===== src/kbcefg_params.svh =====
// Offsets, field positions, codes and reset values of the keyboard-controller assist block
`ifndef KBCEFG_PARAMS_SVH
`define KBCEFG_PARAMS_SVH

// ****************************************
// Host I/O decode
// ****************************************
`define KBCEFG_KBC_BASE_DEF 16'h0060
`define KBCEFG_HOST_DATA_OFS 16'h0000
`define KBCEFG_HOST_CMD_OFS 16'h0004
`define KBCEFG_FAST_RESET_ADDR 16'h0092

// ****************************************
// Embedded-controller offsets
// ****************************************
`define KBCEFG_EC_KBD_DATA 12'h000
`define KBCEFG_EC_STATUS 12'h004
`define KBCEFG_EC_CONTROL 12'h008
`define KBCEFG_AUX_OUTPUT_DATA_WRITE 12'h00C
`define KBCEFG_EC_KBD_FLAG 12'h014
`define KBCEFG_EC_ACTIVATE 12'h030
`define KBCEFG_EC_FR_ENABLE 12'h040
`define KBCEFG_EC_FR_BAR 12'h044
`define KBCEFG_EC_GATE_CTRL 12'h100
`define KBCEFG_EC_GATE_SET 12'h104
`define KBCEFG_EC_GATE_CLR 12'h108

// ****************************************
// Field positions
// ****************************************
`define KBCEFG_ST_OBF 0
`define KBCEFG_ST_IBF 1
`define KBCEFG_ST_CD 3
`define KBCEFG_ST_AUX 5
`define KBCEFG_CTL_IRQEN 0
`define KBCEFG_CTL_KBDFW 1
`define KBCEFG_CTL_AUXFW 2
`define KBCEFG_CTL_GATEOVR 3
`define KBCEFG_FR_RST_BIT 0
`define KBCEFG_FR_GATE_BIT 1
`define KBCEFG_GATE_DATA_BIT 1

// ****************************************
// Host commands and reset values
// ****************************************
`define KBCEFG_CMD_GATE 8'hD1
`define KBCEFG_CMD_NOP 8'hFF
`define KBCEFG_CMD_PULSE 8'hFE
`define KBCEFG_FAST_RESET_RST 8'h00

`endif


===== src/kbcefg_pkg.sv =====
// Types shared by the keyboard-controller assist block
package kbcefg_pkg;

  typedef enum logic [1:0] {
    GT_IDLE,
    GT_WAIT_DATA,
    GT_GOT_DATA
  } kbcefg_gate_st_t;

  typedef struct packed {
    logic wr;
    logic rd;
    logic [15:0] addr;
    logic [7:0] wdata;
  } kbcefg_host_req_t;

  typedef struct packed {
    logic wr;
    logic rd;
    logic [11:0] addr;
    logic [7:0] wdata;
  } kbcefg_ec_req_t;

  typedef struct packed {
    logic [7:0] out_data;
    logic [7:0] in_data;
    logic out_full_flag;
    logic in_full_flag;
    logic cd;
    logic aux_flag;
    logic [3:0] ud;
    logic kbd_track;
    logic kbd_latch;
    logic irq_en;
    logic kbd_fw_sel;
    logic aux_fw_sel;
    logic gate_ovr;
    logic gate_fw;
    logic gate_host;
    kbcefg_gate_st_t gate_st;
    logic activate;
    logic fr_enable;
    logic fr_valid;
    logic [7:0] fast_reset;
    logic [7:0] host_rdata;
    logic host_rdata_oe;
    logic [7:0] ec_rdata;
    logic keyboard_irq;
    logic mouse_irq;
    logic addr_line_gate;
    logic alt_line_gate;
    logic alt_host_reset_n;
  } kbcefg_state_t;

endpackage


===== src/kbcefg_core.sv =====
// Keyboard-controller assists: output flags, interrupt gating, address-line gate, fast-reset port
`timescale 1ns/100ps
`default_nettype none
`include "kbcefg_params.svh"

module kbcefg_core
  import kbcefg_pkg::*;
#(
  parameter logic [15:0] KBC_BASE = `KBCEFG_KBC_BASE_DEF
) (
  // Clock and resets
  input wire logic clk,
  input wire logic reset_n,
  input wire logic io_domain_reset_n,
  // Power control
  input wire logic low_power_req,
  // Host I/O cycles
  input wire kbcefg_host_req_t host_req,
  output logic [7:0] host_rdata,
  output logic host_rdata_oe,
  // Embedded-controller bus
  input wire kbcefg_ec_req_t ec_req,
  output logic [7:0] ec_rdata,
  // System signals
  output logic keyboard_irq,
  output logic mouse_irq,
  output logic addr_line_gate,
  output logic alt_line_gate,
  output logic alt_host_reset_n
);

  // ****************************************
  // Host decode
  // ****************************************
  localparam logic [15:0] DATA_PORT = 16'(KBC_BASE + `KBCEFG_HOST_DATA_OFS);
  localparam logic [15:0] CMD_PORT = 16'(KBC_BASE + `KBCEFG_HOST_CMD_OFS);
  // Fixed port; only the valid bit of its base register is writable
  localparam logic [15:0] FAST_RESET_PORT = `KBCEFG_FAST_RESET_ADDR;

  // ****************************************
  // State
  // ****************************************
  localparam kbcefg_state_t STATE_RST = '{
    out_data: 8'h00,
    in_data: 8'h00,
    out_full_flag: 1'b0,
    in_full_flag: 1'b0,
    cd: 1'b0,
    aux_flag: 1'b0,
    ud: 4'h0,
    kbd_track: 1'b0,
    kbd_latch: 1'b0,
    irq_en: 1'b0,
    kbd_fw_sel: 1'b0,
    aux_fw_sel: 1'b0,
    gate_ovr: 1'b0,
    gate_fw: 1'b0,
    gate_host: 1'b0,
    gate_st: GT_IDLE,
    activate: 1'b0,
    fr_enable: 1'b0,
    fr_valid: 1'b0,
    fast_reset: `KBCEFG_FAST_RESET_RST,
    host_rdata: 8'h00,
    host_rdata_oe: 1'b0,
    ec_rdata: 8'h00,
    keyboard_irq: 1'b0,
    mouse_irq: 1'b0,
    addr_line_gate: 1'b0,
    alt_line_gate: 1'b0,
    alt_host_reset_n: 1'b1
  };

  kbcefg_state_t state_reg;
  kbcefg_state_t state_next;

  // ****************************************
  // Helpers
  // ****************************************
  function automatic logic [7:0] status_byte(input kbcefg_state_t s);
    logic [7:0] b;
    b = 8'h00;
    b[`KBCEFG_ST_OBF] = s.out_full_flag;
    b[`KBCEFG_ST_IBF] = s.in_full_flag;
    b[`KBCEFG_ST_CD] = s.cd;
    b[`KBCEFG_ST_AUX] = s.aux_flag;
    // Free bits belong to firmware
    b[2] = s.ud[0];
    b[4] = s.ud[1];
    b[6] = s.ud[2];
    b[7] = s.ud[3];
    status_byte = b;
  endfunction

  function automatic logic [7:0] control_byte(input kbcefg_state_t s);
    logic [7:0] b;
    b = 8'h00;
    b[`KBCEFG_CTL_IRQEN] = s.irq_en;
    b[`KBCEFG_CTL_KBDFW] = s.kbd_fw_sel;
    b[`KBCEFG_CTL_AUXFW] = s.aux_fw_sel;
    b[`KBCEFG_CTL_GATEOVR] = s.gate_ovr;
    control_byte = b;
  endfunction

  function automatic logic kbd_flag(input kbcefg_state_t s);
    kbd_flag = s.kbd_fw_sel ? s.kbd_latch : s.kbd_track;
  endfunction

  function automatic logic gate_value(input kbcefg_state_t s);
    gate_value = s.gate_ovr ? s.gate_fw : s.gate_host;
  endfunction

  // ****************************************
  // Next state
  // ****************************************
  logic hit_data;
  logic hit_cmd;
  logic hit_fr;
  logic [7:0] cmd;

  always_comb begin
    state_next = state_reg;
    hit_data = state_reg.activate && (host_req.addr == DATA_PORT);
    hit_cmd = state_reg.activate && (host_req.addr == CMD_PORT);
    hit_fr = state_reg.fr_enable && state_reg.fr_valid
      && (host_req.addr == FAST_RESET_PORT);
    cmd = host_req.wdata;
    // All state but the fast-reset port and its two lines freezes in low power, as if the clock were stopped
    if (!low_power_req) begin
      state_next.host_rdata = 8'h00;
      state_next.host_rdata_oe = 1'b0;
      state_next.ec_rdata = 8'h00;

      // Firmware reads; input-full clear comes first so a host write wins
      if (ec_req.rd) begin
        case (ec_req.addr)
          `KBCEFG_EC_KBD_DATA: begin
            state_next.ec_rdata = state_reg.in_data;
            state_next.in_full_flag = 1'b0;
          end
          `KBCEFG_EC_STATUS: begin
            state_next.ec_rdata = status_byte(state_reg);
          end
          `KBCEFG_EC_CONTROL: begin
            state_next.ec_rdata = control_byte(state_reg);
          end
          `KBCEFG_EC_KBD_FLAG: begin
            state_next.ec_rdata = {7'h00, kbd_flag(state_reg)};
          end
          `KBCEFG_EC_ACTIVATE: begin
            state_next.ec_rdata = {7'h00, state_reg.activate};
          end
          `KBCEFG_EC_FR_ENABLE: begin
            state_next.ec_rdata = {7'h00, state_reg.fr_enable};
          end
          `KBCEFG_EC_FR_BAR: begin
            state_next.ec_rdata = {7'h00, state_reg.fr_valid};
          end
          `KBCEFG_EC_GATE_CTRL: begin
            state_next.ec_rdata = {7'h00, gate_value(state_reg)};
          end
          default: begin
            state_next.ec_rdata = 8'h00;
          end
        endcase
      end

      // Host reads
      if (host_req.rd) begin
        if (hit_data) begin
          state_next.host_rdata = state_reg.out_data;
          state_next.host_rdata_oe = 1'b1;
          state_next.out_full_flag = 1'b0;
          state_next.kbd_track = 1'b0;
          if (!state_reg.aux_fw_sel) begin
            state_next.aux_flag = 1'b0;
          end
        end else if (hit_cmd) begin
          state_next.host_rdata = status_byte(state_reg);
          state_next.host_rdata_oe = 1'b1;
        end else if (hit_fr) begin
          state_next.host_rdata = state_reg.fast_reset;
          state_next.host_rdata_oe = 1'b1;
        end
      end

      // Host command writes and the gate sequence
      if (host_req.wr && hit_cmd) begin
        case (state_reg.gate_st)
          GT_WAIT_DATA: begin
            if (cmd == `KBCEFG_CMD_GATE) begin
              state_next.gate_st = GT_WAIT_DATA;
            end else begin
              // Anything but D1 here breaks the sequence; firmware must see it
              state_next.in_data = cmd;
              state_next.cd = 1'b1;
              state_next.in_full_flag = 1'b1;
              state_next.gate_st = GT_IDLE;
            end
          end
          default: begin
            if (cmd == `KBCEFG_CMD_GATE) begin
              state_next.gate_st = GT_WAIT_DATA;
            end else if (cmd == `KBCEFG_CMD_NOP || cmd == `KBCEFG_CMD_PULSE) begin
              state_next.gate_st = GT_IDLE;
            end else begin
              state_next.in_data = cmd;
              state_next.cd = 1'b1;
              state_next.in_full_flag = 1'b1;
              state_next.gate_st = GT_IDLE;
            end
          end
        endcase
      end

      // Host data writes
      // A data byte feeds the gate only right after D1
      if (host_req.wr && hit_data) begin
        case (state_reg.gate_st)
          GT_WAIT_DATA: begin
            state_next.gate_host = cmd[`KBCEFG_GATE_DATA_BIT];
            state_next.gate_st = GT_GOT_DATA;
          end
          GT_GOT_DATA: begin
            state_next.in_data = cmd;
            state_next.cd = 1'b0;
            state_next.in_full_flag = 1'b1;
            state_next.gate_st = GT_IDLE;
          end
          default: begin
            state_next.in_data = cmd;
            state_next.cd = 1'b0;
            state_next.in_full_flag = 1'b1;
            state_next.gate_st = GT_IDLE;
          end
        endcase
      end

      // Fast-reset port write
      if (host_req.wr && hit_fr) begin
        state_next.fast_reset = host_req.wdata;
      end

      // Firmware writes last, so a flag set beats a host-read clear
      if (ec_req.wr) begin
        case (ec_req.addr)
          `KBCEFG_EC_KBD_DATA: begin
            state_next.out_data = ec_req.wdata;
            state_next.out_full_flag = 1'b1;
            state_next.kbd_track = 1'b1;
          end
          `KBCEFG_AUX_OUTPUT_DATA_WRITE: begin
            state_next.out_data = ec_req.wdata;
            state_next.out_full_flag = 1'b1;
            if (!state_reg.aux_fw_sel) begin
              state_next.aux_flag = 1'b1;
            end
          end
          `KBCEFG_EC_STATUS: begin
            state_next.ud[0] = ec_req.wdata[2];
            state_next.ud[1] = ec_req.wdata[4];
            state_next.ud[2] = ec_req.wdata[6];
            state_next.ud[3] = ec_req.wdata[7];
            if (state_reg.aux_fw_sel) begin
              state_next.aux_flag = ec_req.wdata[`KBCEFG_ST_AUX];
            end
          end
          `KBCEFG_EC_CONTROL: begin
            state_next.irq_en = ec_req.wdata[`KBCEFG_CTL_IRQEN];
            state_next.kbd_fw_sel = ec_req.wdata[`KBCEFG_CTL_KBDFW];
            state_next.aux_fw_sel = ec_req.wdata[`KBCEFG_CTL_AUXFW];
            state_next.gate_ovr = ec_req.wdata[`KBCEFG_CTL_GATEOVR];
          end
          `KBCEFG_EC_KBD_FLAG: begin
            state_next.kbd_latch = ec_req.wdata[0];
          end
          `KBCEFG_EC_ACTIVATE: begin
            state_next.activate = ec_req.wdata[0];
          end
          `KBCEFG_EC_FR_ENABLE: begin
            state_next.fr_enable = ec_req.wdata[0];
          end
          `KBCEFG_EC_FR_BAR: begin
            state_next.fr_valid = ec_req.wdata[0];
          end
          `KBCEFG_EC_GATE_CTRL: begin
            state_next.gate_fw = ec_req.wdata[0];
          end
          `KBCEFG_EC_GATE_SET: begin
            state_next.gate_host = 1'b1;
          end
          `KBCEFG_EC_GATE_CLR: begin
            state_next.gate_host = 1'b0;
          end
          default: begin
            state_next.ud = state_next.ud;
          end
        endcase
      end

      // Registered system outputs; an inactive interface holds both interrupts low
      state_next.keyboard_irq = state_next.activate && state_next.irq_en
        && kbd_flag(state_next);
      state_next.mouse_irq = state_next.activate && state_next.irq_en
        && state_next.aux_flag;
      state_next.addr_line_gate = gate_value(state_next);
    end
    // I/O-domain reset still reaches the port while everything else is frozen
    if (!io_domain_reset_n) begin
      state_next.fast_reset = `KBCEFG_FAST_RESET_RST;
    end
    state_next.alt_line_gate = state_next.fast_reset[`KBCEFG_FR_GATE_BIT];
    state_next.alt_host_reset_n = !state_next.fast_reset[`KBCEFG_FR_RST_BIT];
  end

  // ****************************************
  // Registers
  // ****************************************
  always_ff @(posedge clk or negedge reset_n) begin
    if (!reset_n) begin
      state_reg <= STATE_RST;
    end else begin
      state_reg <= state_next;
    end
  end

  // ****************************************
  // Outputs
  // ****************************************
  assign host_rdata = state_reg.host_rdata;
  assign host_rdata_oe = state_reg.host_rdata_oe;
  assign ec_rdata = state_reg.ec_rdata;
  assign keyboard_irq = state_reg.keyboard_irq;
  assign mouse_irq = state_reg.mouse_irq;
  assign addr_line_gate = state_reg.addr_line_gate;
  assign alt_line_gate = state_reg.alt_line_gate;
  assign alt_host_reset_n = state_reg.alt_host_reset_n;

endmodule

`default_nettype wire


===== config.mk =====
export PLATFORM = sky130hd
export DESIGN_NAME = kbcefg_core
export DESIGN_NICKNAME = d
export VERILOG_FILES = /design/src/kbcefg_pkg.sv /design/src/kbcefg_core.sv
export VERILOG_INCLUDE_DIRS = /design/src
export SDC_FILE = /design/constraint.sdc
export NUM_CORES = 1
export LEC_CHECK = 0
export BUFFER_PORTS_ARGS = -buffer_cell sky130_fd_sc_hd__buf_2
export CAP_MARGIN = 10
export CORE_ASPECT_RATIO = 0.5
export CORE_MARGIN = 2
export CORE_UTILIZATION = 30
export CTS_CLUSTER_SIZE = 30
export DETAILED_ROUTE_END_ITERATION = 7
export HOLD_SLACK_MARGIN = 0.06
export SKIP_CTS_REPAIR_TIMING = 1
export SLEW_MARGIN = 20
export SYNTH_ARGS = -nofsm -noshare
export SYNTH_HDL_FRONTEND = slang
export SYNTH_SLANG_ARGS = --single-unit

===== constraint.sdc =====
create_clock -name clk -period 2.35 [get_ports clk]
set_input_delay 0.1175 -clock clk [delete_from_list [all_inputs] [get_ports clk]]
set_output_delay 0.1175 -clock clk [all_outputs]
set_load 0.05 [all_outputs]

==> impl_metrics.env <==
export IMPL_outcome="complete, no violations"
export IMPL_synth_area_leaders="dfrtp_1 (43%), mux2_2 (8.6%), mux2i_1 (7.4%)"
export IMPL_path_max_fanout=9
export IMPL_synth_edff_count=0
export IMPL_syn_cell_area_mm2=0.003800
export IMPL_syn_num_nets=438
export IMPL_synth_cell_types=57
export IMPL_antenna_found_initial=1
export IMPL_r2r_start="state_reg[32]"
export IMPL_worstHoldPathType="primary input to register"
export IMPL_worstSetupStartpointType="primary input"
export IMPL_slew_headroom_pct=61.76
export IMPL_seq_area_frac_synth_pct=43.50
export IMPL_cts_path_max_buffers=2
export IMPL_die_area_mm2=0.01364
export IMPL_min_period_ns=1.995
export IMPL_cts_buffers=9
export IMPL_reg2reg_slack_ns=0.38
export IMPL_avgSynthCellArea_um2=9.844
export IMPL_synth_largest_area_cell="dfrtp_1"
export IMPL_wl_per_cell_um=17.36
export IMPL_async_flop_share_pct=100.0
export IMPL_critPathKind="primary input to register"
export IMPL_p_leak_nw=2.166
export IMPL_ys_seq_elements=66
export IMPL_setup_viol=0
export IMPL_max_cap_viol_count=0
export IMPL_core_area_mm2=0.01209
export IMPL_drt_initial_drc_count=243
export IMPL_area_delta_synth_final_pct=21.14
export IMPL_worst_pin_slew_ns=0.5693
export IMPL_post_place_ws_ns=0.2581
export IMPL_worstReg2RegEnd="state_reg[55]"
export IMPL_dp_hpwl_um=8078
export IMPL_pin_count=74
export IMPL_start_util_pct=31.44
export IMPL_finalClockSkew_ns=0.008233
export IMPL_vias=3159
export IMPL_finalCritPeriodShare_pct=84.90
export IMPL_hold_viol=0
export IMPL_wl_um=10800
export IMPL_die_x_um=163.2
export IMPL_whs_endpoint="state_reg[57]"
export IMPL_final_util_pct=38.08
export IMPL_grt_overflow=0
export IMPL_max_vdd_ir_drop_uv=403.6
export IMPL_gr_usage_all_layers_pct=16.62
export IMPL_ant_nets=0
export IMPL_synth_top_cell_area_share_pct=42.81
export IMPL_grt_pass1_vias=3090
export IMPL_grt_max_degree=41
export IMPL_clkSlewWorstSetupHoldPaths_ns=0.06
export IMPL_drc=0
export IMPL_fmax_ghz=0.5012
export IMPL_gp_congestion=0.8924
export IMPL_post_dp_cell_area_mm2=0.004244
export IMPL_arrival_ns=2.22
export IMPL_root_buffer="clkbuf_16"
export IMPL_hp_start="host_req[6]"
export IMPL_rsz0062_at_grt="no"
export IMPL_ff2ff_path_depth=5
export IMPL_core_rowCount=28
export IMPL_grt_pass1_wl_um=17400
export IMPL_stdcell_area_mm2=0.004603
export IMPL_power_density_mw_per_mm2=584.7
export IMPL_yosys_warnings=0
export IMPL_via_per_inst=5.079
export IMPL_min_path_cells=2
export IMPL_drive_gt1_share_pct=31.36
export IMPL_synthFlopType="dfrtp_1"
export IMPL_timing_final_max_slew_violations=0
export IMPL_fill_cells=1215
export IMPL_largest_register_ff_count=45
export IMPL_first_pass_iters=5
export IMPL_critical_path_required_ns=2.57
export IMPL_fin_ws_ns=0.3549
export IMPL_htree_num_levels=3
export IMPL_endpoint_kind="register"
export IMPL_clock_sinks=66
export IMPL_nNetsFinal=503
export IMPL_startpoint="host_req[2]"
export IMPL_dieHeight_um=83.58
export IMPL_synthCells=386
export IMPL_cts_tree="built"
export IMPL_totalNegativeSetupSlack_ns=0
export IMPL_clkLatencyLatePin_ns=0.34
export IMPL_numPortBuffers=73
-- logic make-up (layout without fill, tap and decap cells) --
family / Yosys count / count (layout) / synth area share (%)
and+or+nand+nor: 160 / 160 / 22.72
AOI/OAI and AO/OA: 59 / 59 / 11.10
DFF: 66 / 66 / 43.50
muxes: 58 / 58 / 16.36
other: 0 / 1 / 0
buffers and inverters: 43 / 113 / 6.322
-- layer usage --
metal,global-route usage [%],wire length (um),up-vias
met3,5.464,557,12
met5,0,0,-
met4,4.425,151,0
met1,23.49,5408,1550
li1,-,-,1507
met2,24.17,4678,90
-- synth_stat cells (8+ instances only) --
cell type / n
clkbuf_1: 13
nor2_1: 12
dfrtp_1: 65
o2bb2ai_1: 8
mux2i_1: 28
nand2_1: 64
o21ai_0: 13
mux2_2: 29
nand3_1: 16
buf_4: 16
nor3_1: 12
nor2b_1: 14
-- through the flow --
step,hold WS (ns),power (mW),std cells
after floorplan,-0.1781,1.245,386
after global routing,0.06061,2.792,622
after detailed placement,0.1660,1.360,599
final,0.06445,2.691,622
after CTS,-0.1999,2.718,615
after global placement,0.1574,1.359,599
-- cells in the final DEF, fill, tap and decap left out, types with 5 or more instances in the layout --
master | synthesis | routed
o2bb2ai_1 | 8 | 8
o21ai_0 | 13 | 13
nor3_1 | 12 | 12
buf_4 | 16 | 12
nand2_1 | 64 | 64
buf_2 | 3 | 73
dlygate4sd3_1 | 0 | 6
nor2_1 | 12 | 12
o31ai_1 | 6 | 6
nand3_1 | 16 | 16
nand4_1 | 5 | 5
nand2b_1 | 5 | 5
a21oi_1 | 5 | 5
dfrtp_1 | 65 | 65
clkbuf_16 | 0 | 9
mux2_2 | 29 | 29
mux2i_1 | 28 | 28
inv_1 | 6 | 6
nor4_1 | 5 | 5
nor2b_1 | 14 | 14
-- report_power, final --
| group | leakage [nW] | total (mW) | internal (mW) | switching [mW] |
|---|---|---|---|---|
| registers | 0.919 | 1.14 | 1.14 | 0.00139 |
| logic | 1.11 | 0.206 | 0.0734 | 0.133 |
| clock network | 0.139 | 1.34 | 0.824 | 0.521 |
-- worst max path at each step --
stage	slack, ns	cells after the start	end
4_1_cts	0.35	5	state_reg[55]
3_5_place_dp	0.26	7	mouse_irq
5_1_grt	0.22	7	alt_host_reset_n
3_3_place_gp	0.29	7	mouse_irq
6_report	0.35	7	state_reg[55]
2_1_floorplan	0.58	6	state_reg[51]
-- layout make-up --
class                           instances  area, um2  area share, %
Inverter                                6      22.52         0.4893
Clock buffer                           10      229.0          4.974
Clock inverter                          6      67.56          1.468
Timing Repair Buffer                   91      515.5          11.20
Tap cell                              165      206.4          4.485
Antenna cell                            1      2.502        0.05436
Sequential cell                        66       1653          35.91
Multi-Input combinational cell        277       1907          41.42
-- worst max-delay path: stages --
cell and delay [ns]:
dlygate4sd3_1 0.52, buf_2 0.16, nand4_1 0.14, or2_2 0.29, a21oi_1 0.20, a211o_1 0.39, mux2_2 0.39
Note: power is estimated with default switching activity, not from simulation.
